<file path="config.mk">
export PLATFORM = sky130hd
export DESIGN_NAME = qpc_top
export DESIGN_NICKNAME = d
export VERILOG_FILES = /design/src/verilog/qpc_pkg.sv /design/src/verilog/qpc_sync.sv /design/src/verilog/qpc_top.sv
export SDC_FILE = /design/constraint.sdc
export NUM_CORES = 1
export LEC_CHECK = 0
export BUFFER_PORTS_ARGS = -buffer_cell sky130_fd_sc_hd__buf_2
export CAP_MARGIN = 20
export CORE_AREA = 4 4 127 129
export CTS_BUF_LIST = sky130_fd_sc_hd__clkbuf_8
export DETAILED_ROUTE_END_ITERATION = 10
export DIE_AREA = 0 0 131 133
export HOLD_SLACK_MARGIN = 0.02
export PLACE_DENSITY_LB_ADDON = 0.15
export SYNTH_ARGS = -nofsm -noshare
export SYNTH_HDL_FRONTEND = slang
export SYNTH_HIERARCHICAL = 1
export SYNTH_SLANG_ARGS = --single-unit
export TNS_END_PERCENT = 1
</file>
<file path="constraint.sdc">
create_clock -name aclk -period 21.9 [get_ports aclk]
set_input_delay 2.19 -clock aclk [delete_from_list [all_inputs] [get_ports aclk]]
set_output_delay 2.19 -clock aclk [all_outputs]
set_load 0.01 [all_outputs]
</file>
<file path="src/verilog/qpc_pkg.sv">
package qpc_pkg;

  // ----------------------------------------------------------------
  // Register byte addresses
  // ----------------------------------------------------------------
  localparam logic [31:0] ADDR_CONTROL  = 32'hFFFF0F00;
  localparam logic [31:0] ADDR_STATUS   = 32'hFFFF0F04;
  localparam logic [31:0] ADDR_LIMIT    = 32'hFFFF0F08;
  localparam logic [31:0] ADDR_COUNT    = 32'hFFFF0F0C;
  localparam logic [31:0] ADDR_CLEAR    = 32'hFFFF0F14;
  localparam logic [31:0] ADDR_PRELOAD  = 32'hFFFF0F18;

  // ----------------------------------------------------------------
  // Control fields
  // ----------------------------------------------------------------
  localparam int CTL_ENABLE      = 0;
  localparam int CTL_WRAP_HI_IE  = 2;
  localparam int CTL_WRAP_LO_IE  = 3;
  localparam int CTL_EDGE_IE     = 5;
  localparam int CTL_FIXED_SENSE = 6;
  localparam int CTL_A_INVERT    = 7;
  localparam int CTL_B_INVERT    = 8;
  localparam int CTL_FILTER      = 10;
  localparam logic [15:0] CTL_WMASK = 16'h05ED;

  // ----------------------------------------------------------------
  // Status fields
  // ----------------------------------------------------------------
  localparam int STA_SENSE   = 0;
  localparam int STA_WRAP_HI = 1;
  localparam int STA_WRAP_LO = 2;
  localparam int STA_EDGE    = 4;

  // ----------------------------------------------------------------
  // Reset values and encodings
  // ----------------------------------------------------------------
  localparam logic [15:0] CONTROL_RST = 16'h0000;
  localparam logic [15:0] LIMIT_RST   = 16'hFFFF;
  localparam logic [15:0] COUNT_RST   = 16'h0000;
  localparam logic [2:0]  FLAGS_RST   = 3'h0;
  localparam logic [1:0]  PIN_FN_ENC  = 2'h1;
  localparam logic [1:0]  RESP_OKAY   = 2'h0;
  localparam logic [1:0]  RESP_DECERR = 2'h3;

  // ----------------------------------------------------------------
  // Gray conversion
  // ----------------------------------------------------------------
  function automatic logic [15:0] qpc_bin2gray(input logic [15:0] b);
    qpc_bin2gray = b ^ (b >> 1);
  endfunction : qpc_bin2gray

  function automatic logic [15:0] qpc_gray2bin(input logic [15:0] g);
    logic [15:0] b;
    b[15] = g[15];
    for (int i = 14; i >= 0; i--) begin
      b[i] = b[i+1] ^ g[i];
    end
    qpc_gray2bin = b;
  endfunction : qpc_gray2bin

endpackage : qpc_pkg

</file>
<file path="src/verilog/qpc_sync.sv">
`timescale 1ns/1ps
module qpc_sync #(
  parameter int W = 2
) (
  input  wire logic         aclk,    // System clock
  input  wire logic         aresetn, // Synchronous reset, active low
  input  wire logic [W-1:0] d,       // Asynchronous levels
  output logic      [W-1:0] q        // Synchronised levels
);

  logic [W-1:0] meta_q;

  always_ff @(posedge aclk) begin
    if (!aresetn) begin
      meta_q <= '0;
      q      <= '0;
    end else begin
      meta_q <= d;
      q      <= meta_q;
    end
  end

endmodule : qpc_sync

</file>
<file path="src/verilog/qpc_top.sv">
`timescale 1ns/1ps
module qpc_top
  import qpc_pkg::*;
(
  input  wire logic        aclk,                 // System clock
  input  wire logic        aresetn,              // Synchronous reset, active low
  input  wire logic [31:0] s_axi_awaddr,         // Write address
  input  wire logic [2:0]  s_axi_awprot,         // Write protection, unused
  input  wire logic        s_axi_awvalid,        // Write address valid
  output logic             s_axi_awready,        // Write address ready
  input  wire logic [31:0] s_axi_wdata,          // Write data
  input  wire logic [3:0]  s_axi_wstrb,          // Write byte strobes
  input  wire logic        s_axi_wvalid,         // Write data valid
  output logic             s_axi_wready,         // Write data ready
  output logic [1:0]       s_axi_bresp,          // Write response
  output logic             s_axi_bvalid,         // Write response valid
  input  wire logic        s_axi_bready,         // Write response ready
  input  wire logic [31:0] s_axi_araddr,         // Read address
  input  wire logic [2:0]  s_axi_arprot,         // Read protection, unused
  input  wire logic        s_axi_arvalid,        // Read address valid
  output logic             s_axi_arready,        // Read address ready
  output logic [31:0]      s_axi_rdata,          // Read data
  output logic [1:0]       s_axi_rresp,          // Read response
  output logic             s_axi_rvalid,         // Read data valid
  input  wire logic        s_axi_rready,         // Read data ready
  input  wire logic        phase_a_input,        // Encoder phase A pin
  input  wire logic        phase_b_input,        // Encoder phase B pin
  input  wire logic [1:0]  phase_a_pin_function, // Pin mux select, phase A pin
  input  wire logic [1:0]  phase_b_pin_function, // Pin mux select, phase B pin
  output logic             irq                   // Interrupt request
);

  // ----------------------------------------------------------------
  // Declarations
  // ----------------------------------------------------------------
  logic [15:0] control_q;
  logic [15:0] limit_q;
  logic [15:0] gray_q;
  logic        mirror_q;
  logic [15:0] count_rd_q;
  logic        sense_q;
  logic [2:0]  flags_q;
  logic        irq_q;
  logic [1:0]  phase_sync;
  logic        a_prev_q;
  logic        b_prev_q;
  logic        b_moved_q;
  logic [31:0] aw_addr_q;
  logic        aw_full_q;
  logic [31:0] w_data_q;
  logic [3:0]  w_strb_q;
  logic        w_full_q;
  logic        awready_q;
  logic        wready_q;
  logic        bvalid_q;
  logic [1:0]  bresp_q;
  logic        arready_q;
  logic        rvalid_q;
  logic [1:0]  rresp_q;
  logic [31:0] rdata_q;

  logic        a_lvl;
  logic        b_lvl;
  logic        a_rise;
  logic        b_edge;
  logic        enabled;
  logic        count_up;
  logic        step;
  logic [15:0] raw_bin;
  logic [15:0] cur_count;
  logic        at_top;
  logic        at_bottom;
  logic        wrap_hi;
  logic        wrap_lo;
  logic        do_wr;
  logic        ar_hs;
  logic        wr_control;
  logic        wr_limit;
  logic        wr_count;
  logic        wr_clear;
  logic        wr_preload;
  logic        rd_status;
  logic [2:0]  flag_set;

  // ----------------------------------------------------------------
  // Helpers
  // ----------------------------------------------------------------
  function automatic logic [15:0] merge16(input logic [15:0] old,
                                          input logic [31:0] data,
                                          input logic [3:0]  strb);
    logic [15:0] r;
    r = old;
    if (strb[0]) r[7:0] = data[7:0];
    if (strb[1]) r[15:8] = data[15:8];
    merge16 = r;
  endfunction : merge16

  function automatic logic is_mapped(input logic [31:0] a);
    is_mapped = (a == ADDR_CONTROL) || (a == ADDR_STATUS) ||
                (a == ADDR_LIMIT)   || (a == ADDR_COUNT)  ||
                (a == ADDR_CLEAR)   || (a == ADDR_PRELOAD);
  endfunction : is_mapped

  // ----------------------------------------------------------------
  // Phase input capture
  // ----------------------------------------------------------------
  qpc_sync #(
    .W (2)
  ) u_phase_sync (
    .aclk    (aclk),
    .aresetn (aresetn),
    .d       ({phase_b_input, phase_a_input}),
    .q       (phase_sync)
  );

  // Pins not muxed to the encoder read as idle low
  assign a_lvl = (phase_a_pin_function == PIN_FN_ENC) &&
                 (phase_sync[0] ^ control_q[CTL_A_INVERT]);
  assign b_lvl = (phase_b_pin_function == PIN_FN_ENC) &&
                 (phase_sync[1] ^ control_q[CTL_B_INVERT]);

  always_ff @(posedge aclk) begin
    if (!aresetn) begin
      a_prev_q <= 1'b0;
      b_prev_q <= 1'b0;
    end else begin
      a_prev_q <= a_lvl;
      b_prev_q <= b_lvl;
    end
  end

  assign a_rise  = a_lvl && !a_prev_q;
  assign b_edge  = b_lvl != b_prev_q;
  assign enabled = control_q[CTL_ENABLE];

  // Filter: an A edge counts only after B has moved since the last one
  always_ff @(posedge aclk) begin
    if (!aresetn) begin
      b_moved_q <= 1'b0;
    end else if (step) begin
      b_moved_q <= b_edge;
    end else if (b_edge) begin
      b_moved_q <= 1'b1;
    end
  end

  // ----------------------------------------------------------------
  // Count sense and stepping
  // ----------------------------------------------------------------
  assign count_up = control_q[CTL_FIXED_SENSE] ? control_q[CTL_B_INVERT]
                                               : b_lvl;
  assign step     = enabled && a_rise &&
                    (!control_q[CTL_FILTER] || b_moved_q);

  // ----------------------------------------------------------------
  // Gray counter with mirrored read-back
  // ----------------------------------------------------------------
  assign raw_bin   = qpc_gray2bin(gray_q);
  assign cur_count = mirror_q ? (limit_q - raw_bin) : raw_bin;
  assign at_top    = cur_count >= limit_q;
  assign at_bottom = cur_count == COUNT_RST;
  assign wrap_hi   = step && count_up && at_top;
  assign wrap_lo   = step && !count_up && at_bottom;

  always_ff @(posedge aclk) begin
    if (!aresetn) begin
      gray_q   <= qpc_bin2gray(COUNT_RST);
      mirror_q <= 1'b0;
    end else if (wr_clear) begin
      gray_q   <= qpc_bin2gray(COUNT_RST);
      mirror_q <= 1'b0;
    end else if (wr_preload) begin
      gray_q   <= qpc_bin2gray(limit_q);
      mirror_q <= 1'b0;
    end else if (wr_count) begin
      gray_q   <= qpc_bin2gray(merge16(cur_count, w_data_q, w_strb_q));
      mirror_q <= 1'b0;
    end else if (wrap_hi || wrap_lo) begin
      // Gray value holds; the mirror turns the read-back round
      mirror_q <= !mirror_q;
    end else if (step) begin
      if (count_up ^ mirror_q) begin
        gray_q <= qpc_bin2gray(raw_bin + 16'h0001);
      end else begin
        gray_q <= qpc_bin2gray(raw_bin - 16'h0001);
      end
    end
  end

  // Read-back copy of the count
  always_ff @(posedge aclk) begin
    if (!aresetn) begin
      count_rd_q <= COUNT_RST;
    end else begin
      count_rd_q <= cur_count;
    end
  end

  // ----------------------------------------------------------------
  // Status flags
  // ----------------------------------------------------------------
  assign flag_set = {enabled && a_rise, wrap_lo, wrap_hi};

  always_ff @(posedge aclk) begin
    if (!aresetn) begin
      flags_q <= FLAGS_RST;
    end else if (rd_status) begin
      flags_q <= flag_set;
    end else begin
      flags_q <= flags_q | flag_set;
    end
  end

  always_ff @(posedge aclk) begin
    if (!aresetn) begin
      sense_q <= 1'b0;
    end else if (step) begin
      sense_q <= count_up;
    end
  end

  // ----------------------------------------------------------------
  // Interrupt
  // ----------------------------------------------------------------
  always_ff @(posedge aclk) begin
    if (!aresetn) begin
      irq_q <= 1'b0;
    end else begin
      irq_q <= (flags_q[2] && control_q[CTL_EDGE_IE])    ||
               (flags_q[1] && control_q[CTL_WRAP_LO_IE]) ||
               (flags_q[0] && control_q[CTL_WRAP_HI_IE]);
    end
  end

  // ----------------------------------------------------------------
  // Register writes
  // ----------------------------------------------------------------
  assign do_wr      = aw_full_q && w_full_q && !bvalid_q;
  assign wr_control = do_wr && (aw_addr_q == ADDR_CONTROL);
  assign wr_limit   = do_wr && (aw_addr_q == ADDR_LIMIT);
  assign wr_count   = do_wr && (aw_addr_q == ADDR_COUNT);
  assign wr_clear   = do_wr && (aw_addr_q == ADDR_CLEAR);
  assign wr_preload = do_wr && (aw_addr_q == ADDR_PRELOAD);

  always_ff @(posedge aclk) begin
    if (!aresetn) begin
      control_q <= CONTROL_RST;
    end else if (wr_control) begin
      control_q <= merge16(control_q, w_data_q, w_strb_q) & CTL_WMASK;
    end
  end

  always_ff @(posedge aclk) begin
    if (!aresetn) begin
      limit_q <= LIMIT_RST;
    end else if (wr_limit) begin
      limit_q <= merge16(limit_q, w_data_q, w_strb_q);
    end
  end

  // ----------------------------------------------------------------
  // AXI4-Lite write channels
  // ----------------------------------------------------------------
  always_ff @(posedge aclk) begin
    if (!aresetn) begin
      awready_q <= 1'b1;
      aw_full_q <= 1'b0;
      aw_addr_q <= 32'h00000000;
    end else if (s_axi_awvalid && awready_q) begin
      awready_q <= 1'b0;
      aw_full_q <= 1'b1;
      aw_addr_q <= s_axi_awaddr;
    end else if (do_wr) begin
      aw_full_q <= 1'b0;
    end else if (bvalid_q && s_axi_bready) begin
      awready_q <= 1'b1;
    end
  end

  always_ff @(posedge aclk) begin
    if (!aresetn) begin
      wready_q <= 1'b1;
      w_full_q <= 1'b0;
      w_data_q <= 32'h00000000;
      w_strb_q <= 4'h0;
    end else if (s_axi_wvalid && wready_q) begin
      wready_q <= 1'b0;
      w_full_q <= 1'b1;
      w_data_q <= s_axi_wdata;
      w_strb_q <= s_axi_wstrb;
    end else if (do_wr) begin
      w_full_q <= 1'b0;
    end else if (bvalid_q && s_axi_bready) begin
      wready_q <= 1'b1;
    end
  end

  always_ff @(posedge aclk) begin
    if (!aresetn) begin
      bvalid_q <= 1'b0;
      bresp_q  <= RESP_OKAY;
    end else if (do_wr) begin
      bvalid_q <= 1'b1;
      bresp_q  <= is_mapped(aw_addr_q) ? RESP_OKAY : RESP_DECERR;
    end else if (s_axi_bready) begin
      bvalid_q <= 1'b0;
    end
  end

  // ----------------------------------------------------------------
  // AXI4-Lite read channels
  // ----------------------------------------------------------------
  assign ar_hs     = s_axi_arvalid && arready_q;
  assign rd_status = ar_hs && (s_axi_araddr == ADDR_STATUS);

  always_ff @(posedge aclk) begin
    if (!aresetn) begin
      arready_q <= 1'b1;
      rvalid_q  <= 1'b0;
    end else if (ar_hs) begin
      arready_q <= 1'b0;
      rvalid_q  <= 1'b1;
    end else if (rvalid_q && s_axi_rready) begin
      arready_q <= 1'b1;
      rvalid_q  <= 1'b0;
    end
  end

  always_ff @(posedge aclk) begin
    if (!aresetn) begin
      rdata_q <= 32'h00000000;
      rresp_q <= RESP_OKAY;
    end else if (ar_hs) begin
      rresp_q <= RESP_OKAY;
      rdata_q <= 32'h00000000;
      unique case (s_axi_araddr)
        ADDR_CONTROL: rdata_q[15:0] <= control_q;
        ADDR_STATUS: begin
          // Reserved status bits stay zero
          rdata_q[STA_EDGE]    <= flags_q[2];
          rdata_q[STA_WRAP_LO] <= flags_q[1];
          rdata_q[STA_WRAP_HI] <= flags_q[0];
          rdata_q[STA_SENSE]   <= sense_q;
        end
        ADDR_LIMIT: rdata_q[15:0] <= limit_q;
        ADDR_COUNT: rdata_q[15:0] <= count_rd_q;
        ADDR_CLEAR, ADDR_PRELOAD: rdata_q <= 32'h00000000;
        default: rresp_q <= RESP_DECERR;
      endcase
    end
  end

  // ----------------------------------------------------------------
  // Outputs
  // ----------------------------------------------------------------
  assign s_axi_awready = awready_q;
  assign s_axi_wready  = wready_q;
  assign s_axi_bvalid  = bvalid_q;
  assign s_axi_bresp   = bresp_q;
  assign s_axi_arready = arready_q;
  assign s_axi_rvalid  = rvalid_q;
  assign s_axi_rresp   = rresp_q;
  assign s_axi_rdata   = rdata_q;
  assign irq           = irq_q;

endmodule : qpc_top
</file>
# --- Word level (Yosys, flattened, before mapping) ---
# Index checks and enable logic that the tools add are counted.
totals:
  wordCells: 171
  regBits: 146
classes:
  reduce_logical: 58
  bitwise: 24
  mux: 39
  addsub: 3
  n_lt_le_gt_ge: 1
  eq_ne: 18
op_table:
  columns: ["op", "count"]
  rows:
  - ["$eq A32 B32 Y1 const B", 12]
  - ["$mux W16", 6]
  - ["$mux W8", 10]
  - ["$xor A16 B15 Y16", 4]
  - ["$pmux W11 S3", 1]
  - ["$logic_and A1 B1 Y1", 25]
  - ["$xor A1 B1 Y1", 18]
  - ["$add A16 B1 Y16 const B", 1]
  - ["$ge A16 B16 Y1", 1]
  - ["$logic_not A16 Y1", 1]
  - ["$mux W1", 16]
  - ["$sub A16 B1 Y16 const B", 1]
  - ["$sub A16 B16 Y16", 1]
  - ["$reduce_and A2 Y1", 7]
  - ["$reduce_bool A2 Y1", 7]
  - ["$pmux W3 S4", 1]
  - ["$logic_or A1 B1 Y1", 9]
  - ["$pmux W1 S3", 2]
  - ["$reduce_or A6 Y1", 1]
  - ["$logic_not A1 Y1", 5]
  - ["$eq A2 B1 Y1 const B", 2]
  - ["$mux W2", 2]
  - ["$ne A2 B1 Y1 const B", 2]
  - ["$reduce_or A4 Y1", 1]
  - ["other kinds (7)", 7]

# --- Longest topological paths before layout ---
# Gate-level depths: netlist of run 1.
depth:
  ltp_word: 25
  depth_mapped: 49
  mapped_depth_nobuf: 46

# --- Hierarchy ---
# The synthesis of run 1 kept the hierarchy.
modules_own_cells:
  columns: ["module", "seq_area_each_um2", "n_inst", "area_per_inst_um2", "cells_per_inst"]
  rows:
  - ["qpc_top", 2802.7, 1, 9405.3, 1179]
  - ["qpc_sync", 80.1, 1, 105.1, 8]

# --- Worst setup path before layout of run 1 ---
# OpenSTA, ideal clock, no wires.
synth_timing:
  path_type: "reg-to-reg"
  from: "register gray_q[15]"
  to: "register gray_q[6]"
  path_stages_with_launch: 48
  t_required_ps: 21829
  setup_time_ps: 71
  synth_period_minus_slack_ps: 10254
  arrival_ps: 10183
  n_path_buf: 2
  slack_ps: 11646
  cell_sequence: "dfxtp_1 > xnor2_1 > inv_1 > ha_1 > inv_1 > ha_1 > inv_1 > ha_1 > inv_1 > ha_1 > inv_1 > ha_1 > inv_1 > ha_1 > inv_1 > ha_1 > inv_1 > ha_1 > (+12 left out) > ha_1 > inv_1 > ha_1 > inv_1 > ha_1 > o211ai_1 > a21o_1 > mux2_2 > nor2_1 > ha_1 > a21o_1 > a21oi_1 > o21ai_0 > o21bai_1 > a31oi_4 > buf_6 > or2_2 > a21oi_2"
synth_via:
  elab_cells_between_ends: 39
  classes_between: "add/sub: 3; order compare: 1; eq/ne: 1; mux: 11; bitwise: 18; reduce/logical: 5"
synth_rtl:
  columns: ["element", "line", "rtl"]
  rows:
  - ["start: declaration", "qpc_top.sv:38", "logic [15:0] gray_q;"]
  - ["start signal: assignment", "qpc_top.sv:167", "gray_q <= qpc_bin2gray(COUNT_RST);"]
  - ["start signal: assignment", "qpc_top.sv:170", "gray_q <= qpc_bin2gray(COUNT_RST);"]
  - ["start signal: assignment", "qpc_top.sv:173", "gray_q <= qpc_bin2gray(limit_q);"]
  - ["$xor A1 B1 Y1 (*) (5 in series)", "qpc_pkg.sv:56", "b[i] = b[i+1] ^ g[i];"]
  - ["$xor A1 B1 Y1 (10 in series)", "qpc_pkg.sv:56", null]
  - ["$sub A16 B16 Y16", "qpc_top.sv:159", "assign cur_count = mirror_q ? (limit_q - raw_bin) : raw_bin;"]
  - ["$mux W16 (*)", "qpc_top.sv:159", null]
  - ["net cur_count[10]", "qpc_top.sv:70", "logic [15:0] cur_count;"]
  - ["$ge A16 B16 Y1 / $logic_not A16 Y1 (equally long branches)", "qpc_top.sv:160, qpc_top.sv:161", null]
  - ["$logic_and A1 B1 Y1 (on tied branches)", "qpc_top.sv:162, qpc_top.sv:163", null]
  - ["$logic_or A1 B1 Y1 (*)", "qpc_top.sv:178", "end else if (wrap_hi || wrap_lo) begin"]
  - ["$ne A3 B3 Y1 (no line) (*)", null, null]
  - ["$reduce_and A2 Y1 (no line) (*)", null, null]
# Mark *: on every way through the listed nets, which the timed path passes. The rest lies on a longest branch. The select of a mux whose other input is x is not followed.
# A chain may end at the register's enable or synchronous reset.

# --- Worst setup path after layout of run 1 ---
layout_timing:
  from: "register gray_q[15]"
  to: "register gray_q[6]"
layout_via:
  elab_cells_between_ends: 39
  classes_between: "add/sub: 3; order compare: 1; eq/ne: 1; mux: 11; bitwise: 18; reduce/logical: 5"
layout_rtl:
  columns: ["element", "line"]
  rows:
  - ["$xor A1 B1 Y1 (*)", "qpc_pkg.sv:56"]
  - ["$xor A1 B1 Y1 (14 in series)", "qpc_pkg.sv:56"]
  - ["$sub A16 B16 Y16", "qpc_top.sv:159"]
  - ["$mux W16 (*)", "qpc_top.sv:159"]
  - ["net cur_count[14]", "qpc_top.sv:70"]
  - ["$ge A16 B16 Y1 / $logic_not A16 Y1 (equally long branches)", "qpc_top.sv:160, qpc_top.sv:161"]
  - ["$logic_and A1 B1 Y1 (on tied branches)", "qpc_top.sv:162, qpc_top.sv:163"]
  - ["$logic_or A1 B1 Y1 (*)", "qpc_top.sv:178"]
  - ["$ne A3 B3 Y1 (no line) (*)", null]
  - ["$reduce_and A2 Y1 (no line) (*)", null]
# Marked as above.

==> results of run 1 <==
## layout make-up
type / instances / area, µm²
Timing Repair Buffer: 128 / 678
Tap cell: 188 / 235
Clock buffer: 18 / 248
Fill cell: 1304 / 4530
Sequential cell: 144 / 2880
Clock inverter: 14 / 165
Inverter: 59 / 221
Multi-Input combinational cell: 919 / 6080
## metal layers
layer	vias to the layer above	GRT usage
li1	4263	-
met1	3969	0.382
met2	257	0.457
met3	29	0.0670
met4	0	0.0640
met5	-	0
## cell usage after synthesis (4+ instances only)
| cell | n | area, µm² |
|---|---|---|
| a211o_1 | 8 | 70.1 |
| a211oi_1 | 18 | 135 |
| a211oi_2 | 5 | 62.6 |
| a21o_1 | 9 | 67.6 |
| a21oi_1 | 93 | 465 |
| a21oi_2 | 7 | 61.3 |
| a22o_1 | 4 | 35.0 |
| a22oi_1 | 11 | 82.6 |
| a31oi_1 | 4 | 25.0 |
| a41oi_1 | 4 | 35.0 |
| and2_1 | 23 | 144 |
| and3_1 | 6 | 37.5 |
| buf_1 | 6 | 22.5 |
| buf_2 | 7 | 35.0 |
| buf_4 | 19 | 143 |
| clkbuf_1 | 45 | 169 |
| dfxtp_1 | 144 | 2880 |
| ha_1 | 59 | 738 |
| inv_1 | 57 | 214 |
| mux2i_1 | 57 | 571 |
| nand2_1 | 187 | 702 |
| nand2_2 | 7 | 43.8 |
| nand2b_1 | 11 | 68.8 |
| nand3_1 | 28 | 140 |
| nand3b_1 | 5 | 37.5 |
| nand4_1 | 19 | 119 |
| nand4b_1 | 5 | 43.8 |
| nor2_1 | 81 | 304 |
| nor2b_1 | 8 | 50.1 |
| nor3_1 | 14 | 70.1 |
| nor4_1 | 15 | 93.8 |
| o211ai_1 | 11 | 82.6 |
| o21ai_0 | 38 | 190 |
| or3_1 | 7 | 43.8 |
| xnor2_1 | 70 | 613 |
| xor2_1 | 29 | 254 |
## report_power, final
part / internal [mW] / switching, mW / total, mW
Sequential: 0.269 / 0.00735 / 0.276
Clock: 0.116 / 0.105 / 0.221
Combinational: 0.0173 / 0.0246 / 0.0419
## worst min-delay path by stage
stage	end	slack [ns]	depth (start not counted)
after floorplan	u_phase_sync/q[0]$_SDFF_PN0_	0.41	1
after detailed placement	u_phase_sync/q[0]$_SDFF_PN0_	0.42	1
after global routing	u_phase_sync/q[1]$_SDFF_PN0_	0.45	1
final	u_phase_sync/q[0]$_SDFF_PN0_	0.44	1
after global placement	u_phase_sync/q[0]$_SDFF_PN0_	0.41	1
after CTS	u_phase_sync/q[0]$_SDFF_PN0_	0.44	1
## critical path: cells and delay by family, from the launching register on
kind	cells	cell delay (ns)
flops	1	0.37
fa+ha+maj	17	6.67
compound gates	9	2.64
buf+inv	16	1.63
xor+xnor	1	0.49
simple gates	2	0.69
## sequential cells by signal, indices dropped and copies added, names as in the netlist, 2 cells and up, named ones only
name / flops
limit_q: 16
s_axi_rdata: 16
flags_q: 3
count_rd_q: 16
w_data_q: 16
aw_addr_q: 32
gray_q: 15
u_phase_sync/q: 2
w_strb_q: 2
u_phase_sync/meta_q: 2
control_q: 8
## stage by stage
step	util	instance area, µm²	setup slack, ns	cells
floorplan	-	9570	11.65	1202
global placement	0.669	10100	9.73	1436
detailed placement	0.669	10100	9.36	1436
CTS	0.697	10500	9.34	1468
global route	0.699	10500	8.34	1470
finish	0.699	10500	9.27	1470
## cell families (layout without fill, tap and decap cells)
family | after synthesis | in the layout
AO/OA/AOI/OAI | 247 | 247
XOR/XNOR | 99 | 99
adder cells (fa/ha/maj) | 59 | 59
buffers and inverters | 139 | 219
flip-flops | 144 | 144
multiplexers | 62 | 62
other | 1 | 16
AND/OR/NAND/NOR | 436 | 436
==> flow_metrics.env, run 1 <==
export IMPL_vias=8518
export IMPL_synth_simple_gate_area_frac=0.219
export IMPL_cts_sinks=144
export IMPL_rows=45
export IMPL_slew_violations=0
export IMPL_cts_setup_buffers=0
export IMPL_wl_met2_um=11400
export IMPL_maxSlewHeadroom=0.313
export IMPL_first_iter_violations=521
export IMPL_tightest_slew_ns=1.03
export IMPL_startpoint="gray_q[15]$_SDFFE_PP0P_"
export IMPL_min_path_type="reg -> reg"
export IMPL_final_common_cell="nand2_1"
export IMPL_criticalPathCategory="reg -> reg"
export IMPL_status="completed"
export IMPL_whs_ns=0.436
export IMPL_wl_met1_um=11000
export IMPL_fp_coreArea_mm2=0.0150
export IMPL_syn_avg_cell_area_um2=8.01
export IMPL_track_usage=0.282
export IMPL_r2r_cells=45
export IMPL_cts_buffer_depth=2
export IMPL_wl_met3_um=1620
export IMPL_nets=1447
export IMPL_final_cell_mix="nand2_1, dfxtp_1, buf_2, a21oi_1, nor2_1"
export IMPL_ys_types=81
export IMPL_drc=0
export IMPL_crit_required_ns=22.27
export IMPL_grt_overflow=0
export IMPL_slowest_delay_ns=0.58
export IMPL_cts_buffers=17
export IMPL_detail_route_wl_per_cell_um=16.6
export IMPL_vdd_drop_max_uv=49.9
export IMPL_syn_inst=1187
export IMPL_worst_r2r_startpoint="gray_q[15]$_SDFFE_PP0P_"
export IMPL_end_kind="register"
export IMPL_cts_root_buf="clkbuf_8"
export IMPL_critPathCapture="gray_q[6]$_SDFFE_PP0P_"
export IMPL_yosysSeqAreaShare=0.303
export IMPL_power_density_mw_per_mm2=51.3
export IMPL_htreeDepth=4
export IMPL_power_mw=0.539
export IMPL_dp_hpwl_um=18400
export IMPL_antenna_found_initial=0
export IMPL_synth_flop_cell="dfxtp_1"
export IMPL_grt_pass1_vias=8138
export IMPL_ctsHoldBuffers=0
export IMPL_maxUsedRoutingLayer="met4"
export IMPL_synth_compound_area_frac=0.174
export IMPL_routed_wirelength_um=24400
export IMPL_finalWeightedCongestion=0.893
export IMPL_cellLeakagePower_nw=4.71
export IMPL_cpMaxStageDelayCell="a22oi_1"
export IMPL_grt_max_degree=94
export IMPL_cts_tree="done"
export IMPL_fin_crit_sh=0.577
export IMPL_initial_utilization=0.633
export IMPL_period_minus_slack_ns=12.63
export IMPL_avgViaCountPerCell=5.79
export IMPL_yosys_register_bits=144
export IMPL_critPathLaunchType="register"
export IMPL_fmax_mhz=79.2
export IMPL_die_w_um=131
export IMPL_path_common_cell="ha_1"
export IMPL_num_io_pins=161
export IMPL_hold_viol=0
export IMPL_final_setup_viol_count=0
export IMPL_drtAntennaViolNets=0
export IMPL_synth_top_family_by_area="simple AND/OR/NAND/NOR gates"
export IMPL_critPathMaxFanout=30
export IMPL_async_flop_share=0
export IMPL_synth_area_mm2=0.00951
export IMPL_clk_pin_slew_worst_paths_ns=0.09
export IMPL_fin_setup_tns_ns=0
export IMPL_die_area_mm2=0.0174
export IMPL_worstSkewPairLatency_ns=0.45
export IMPL_crit_arrival_ns=13.00
export IMPL_rsz0062_at_grt="false"
export IMPL_min_from="u_phase_sync/meta_q[0]$_SDFF_PN0_"
export IMPL_grt_pass1_wl_um=39900
export IMPL_synth_edff_count=0
export IMPL_synthAdderAreaFrac=0.0776
export IMPL_ys_warn_count=6
export IMPL_area_growth_pct=10.5
export IMPL_die_height_um=133
export IMPL_drt_pass1_iterations=5
export IMPL_max_cap_viol_count=0
export IMPL_diodes=0
export IMPL_port_buffers=120
export IMPL_drive_above_1_share=0.158
export IMPL_timing_rr_end="gray_q[6]$_SDFFE_PP0P_"
export IMPL_post_cts_resized=0
export IMPL_fin_skew_ns=0.0124
export IMPL_reg2reg_slack_ns=9.27
export IMPL_yosys_area_share_xor_xnor=0.0912
export IMPL_synth_mux_area_frac=0.0683
No activity file was read; power rests on OpenSTA's default activity.
==> inputs of run 2 (changes only) <==
Settings changed: ABC_AREA set to 1, CORE_AREA 4 4 127 129 to 4 4 141 143, DIE_AREA 0 0 131 133 to 0 0 145 147.
Clock period 21.9 ns to 10.15 ns, I/O delays scaled along.
==> run 2 against run 1 <==
Total power up 130%. Clock skew up 0.0021 ns. First-iteration DRC count up 17%. Synthesized cell count up 27%. Via count up 16%. Largest cell class unchanged. Largest power group unchanged.
==> flow_metrics.env, run 2 <==
export IMPL_largest_register="aw_addr_q"
export IMPL_drive_above_1_share=0.142
export IMPL_yosysSeqAreaShare=0.296
export IMPL_top_usage_layer="met2"
export IMPL_status="completed"
export IMPL_ys_warn_count=6
export IMPL_criticalPathCategory="reg -> reg"
export IMPL_synth_common_cells="nand2_1, inv_1, nor2_1"
export IMPL_largest_reg_flops=32
export IMPL_vdd_drop_max_uv=110
export IMPL_diodes=0
export IMPL_maxSlewHeadroom=0.333
export IMPL_layoutNonFillerInstCount=1869
export IMPL_avgViaCountPerCell=5.27
export IMPL_crit_required_ns=10.49
export IMPL_cts_buffer_depth=2
export IMPL_routed_wirelength_um=27300
export IMPL_die_area_mm2=0.0213
export IMPL_synthTopCellsByArea="dfxtp_1, nand2_1, ha_1"
export IMPL_syn_inst=1505
export IMPL_drt_pass1_iterations=5
export IMPL_yosysTopAreaCellShare=0.296
export IMPL_num_io_pins=161
export IMPL_slowest_delay_ns=0.40
export IMPL_grt_pass1_vias=8865
export IMPL_fin_setup_tns_ns=0
export IMPL_tightest_slew_ns=0.999
export IMPL_rows=50
export IMPL_cts_tree="done"
export IMPL_power_density_mw_per_mm2=112
export IMPL_period_minus_slack_ns=9.29
export IMPL_slew_violations=0
export IMPL_critPathMaxFanout=16
export IMPL_cellLeakagePower_nw=5.61
export IMPL_die_w_um=145
export IMPL_fp_coreArea_mm2=0.0186
export IMPL_detail_route_wl_per_cell_um=14.6
export IMPL_cts_root_buf="clkbuf_8"
export IMPL_synth_edff_count=0
export IMPL_use_met2=0.426
export IMPL_clk_pin_slew_worst_paths_ns=0.09
export IMPL_syn_avg_cell_area_um2=6.46
export IMPL_nets=1801
export IMPL_drc=0
export IMPL_drtAntennaViolNets=0
export IMPL_min_path_type="reg -> reg"
export IMPL_ctsHoldBuffers=0
export IMPL_antenna_found_initial=0
export IMPL_synth_flop_cell="dfxtp_1"
export IMPL_cts_setup_buffers=0
export IMPL_track_usage=0.253
export IMPL_grt_pass1_wl_um=44700
export IMPL_use_met1=0.341
export IMPL_critPathLaunchType="register"
export IMPL_crit_arrival_ns=9.62
export IMPL_ys_types=51
export IMPL_async_flop_share=0
export IMPL_final_cell_mix="nand2_1, inv_1, nor2_1, dfxtp_1, buf_2"
export IMPL_grt_max_degree=85
export IMPL_max_cap_viol_count=0
export IMPL_path_common_cell="inv_1"
export IMPL_met3_usage=0.0327
export IMPL_dp_hpwl_um=21500
export IMPL_initial_utilization=0.524
export IMPL_synth_area_mm2=0.00973
export IMPL_cts_sinks=144
export IMPL_worstSkewPairLatency_ns=0.44
export IMPL_fin_skew_ns=0.0145
export IMPL_post_cts_resized=0
export IMPL_fin_crit_sh=0.915
export IMPL_vias=9842
export IMPL_fmax_mhz=108
export IMPL_yosys_register_bits=144
export IMPL_yosys_area_top_type="dfxtp_1"
export IMPL_hold_viol=0
export IMPL_finalWeightedCongestion=0.929
export IMPL_final_setup_viol_count=0
export IMPL_port_buffers=120
export IMPL_die_height_um=147
export IMPL_end_kind="register"
export IMPL_cts_buffers=17
export IMPL_dpl_cell_count=1838
export IMPL_fin_util=0.594
export IMPL_first_iter_violations=612
export IMPL_yosysMostFrequentCell="nand2_1"
export IMPL_grt_overflow=0
export IMPL_htreeDepth=4
export IMPL_cpMaxStageDelayCell="ha_2"
export IMPL_rsz0062_at_grt="false"
export IMPL_final_common_cell="nand2_1"
export IMPL_area_growth_pct=13.4
==> run 2: changes by cell type after synthesis, moves of 14 or more <==
cell,before,now
o21ai_0,38,110
mux2i_1,57,0
and2_1,23,4
nand3_1,28,114
xnor2_1,70,14
nor2_1,81,174
a211oi_1,18,0
clkbuf_1,45,31
nand2_1,187,367
inv_1,57,183
==> run 2: worst max-delay path, delay by kind of cell (launching register included) <==
kind            cells  cell delay [ns]
buf+inv            20             1.54
xor+xnor            1             0.17
flops               1             0.38
compound gates      2             0.40
simple gates       15             1.60
fa+ha+maj          17             5.10
==> run 2: report_power, final <==
group	switching, mW	internal [mW]	total [mW]	leakage, nW
combinational	0.0643	0.0365	0.101	4.21
sequential	0.0164	0.585	0.602	1.18
clock	0.228	0.307	0.534	0.229
==> run 2: final cells by class <==
type                            count  area (µm²)
Tap cell                          234         293
Timing Repair Buffer              148         811
Clock inverter                     12         205
Fill cell                        1829        7550
Inverter                          193         736
Sequential cell                   144        2880
Clock buffer                       19         262
Multi-Input combinational cell   1119        5840
==> run 2: path summary, 6_finish.rpt <==
kind,startpoint,to,slack [ns],cells after the start
setup / recovery,gray_q[15]$_SDFFE_PP0P_,gray_q[12]$_SDFFE_PP0P_,0.86,55
hold reg to reg,u_phase_sync/meta_q[0]$_SDFF_PN0_,u_phase_sync/q[0]$_SDFF_PN0_,0.41,2
hold / removal,u_phase_sync/meta_q[0]$_SDFF_PN0_,u_phase_sync/q[0]$_SDFF_PN0_,0.41,2
setup reg to reg,gray_q[15]$_SDFFE_PP0P_,gray_q[12]$_SDFFE_PP0P_,0.86,55
==> run 2: cells by family (layout without fill, tap and decap cells) <==
| family | count (synthesis) | after routing | synth area share |
|---|---|---|---|
| flip-flops | 144 | 144 | 0.296 |
| AND/OR/NAND/NOR | 738 | 738 | 0.328 |
| buffers and inverters | 257 | 372 | 0.112 |
| adder cells (fa/ha/maj) | 59 | 59 | 0.0759 |
| AO/OA/AOI/OAI | 258 | 258 | 0.144 |
| other | 1 | 16 | 0.000385 |
| XOR/XNOR | 48 | 48 | 0.0432 |
==> run 2: through the flow <==
stage	setup slack (ns)	hold slack, ns	power [mW]	cell area, µm²
after floorplan	1.12	0.386	0.682	9790
after global placement	0.803	0.392	0.713	10500
after detailed placement	0.728	0.399	0.715	10500
after CTS	0.626	0.412	1.24	11000
after global routing	0.0636	0.429	1.28	11000
final	0.864	0.409	1.24	11000
==> run 2: per-layer routing <==
metal  vias to the layer above  wire length, µm
met5                         -                0
met4                         0              687
met3                        46             1570
met2                       289            12600
met1                      4442            12500
li1                       5065                -
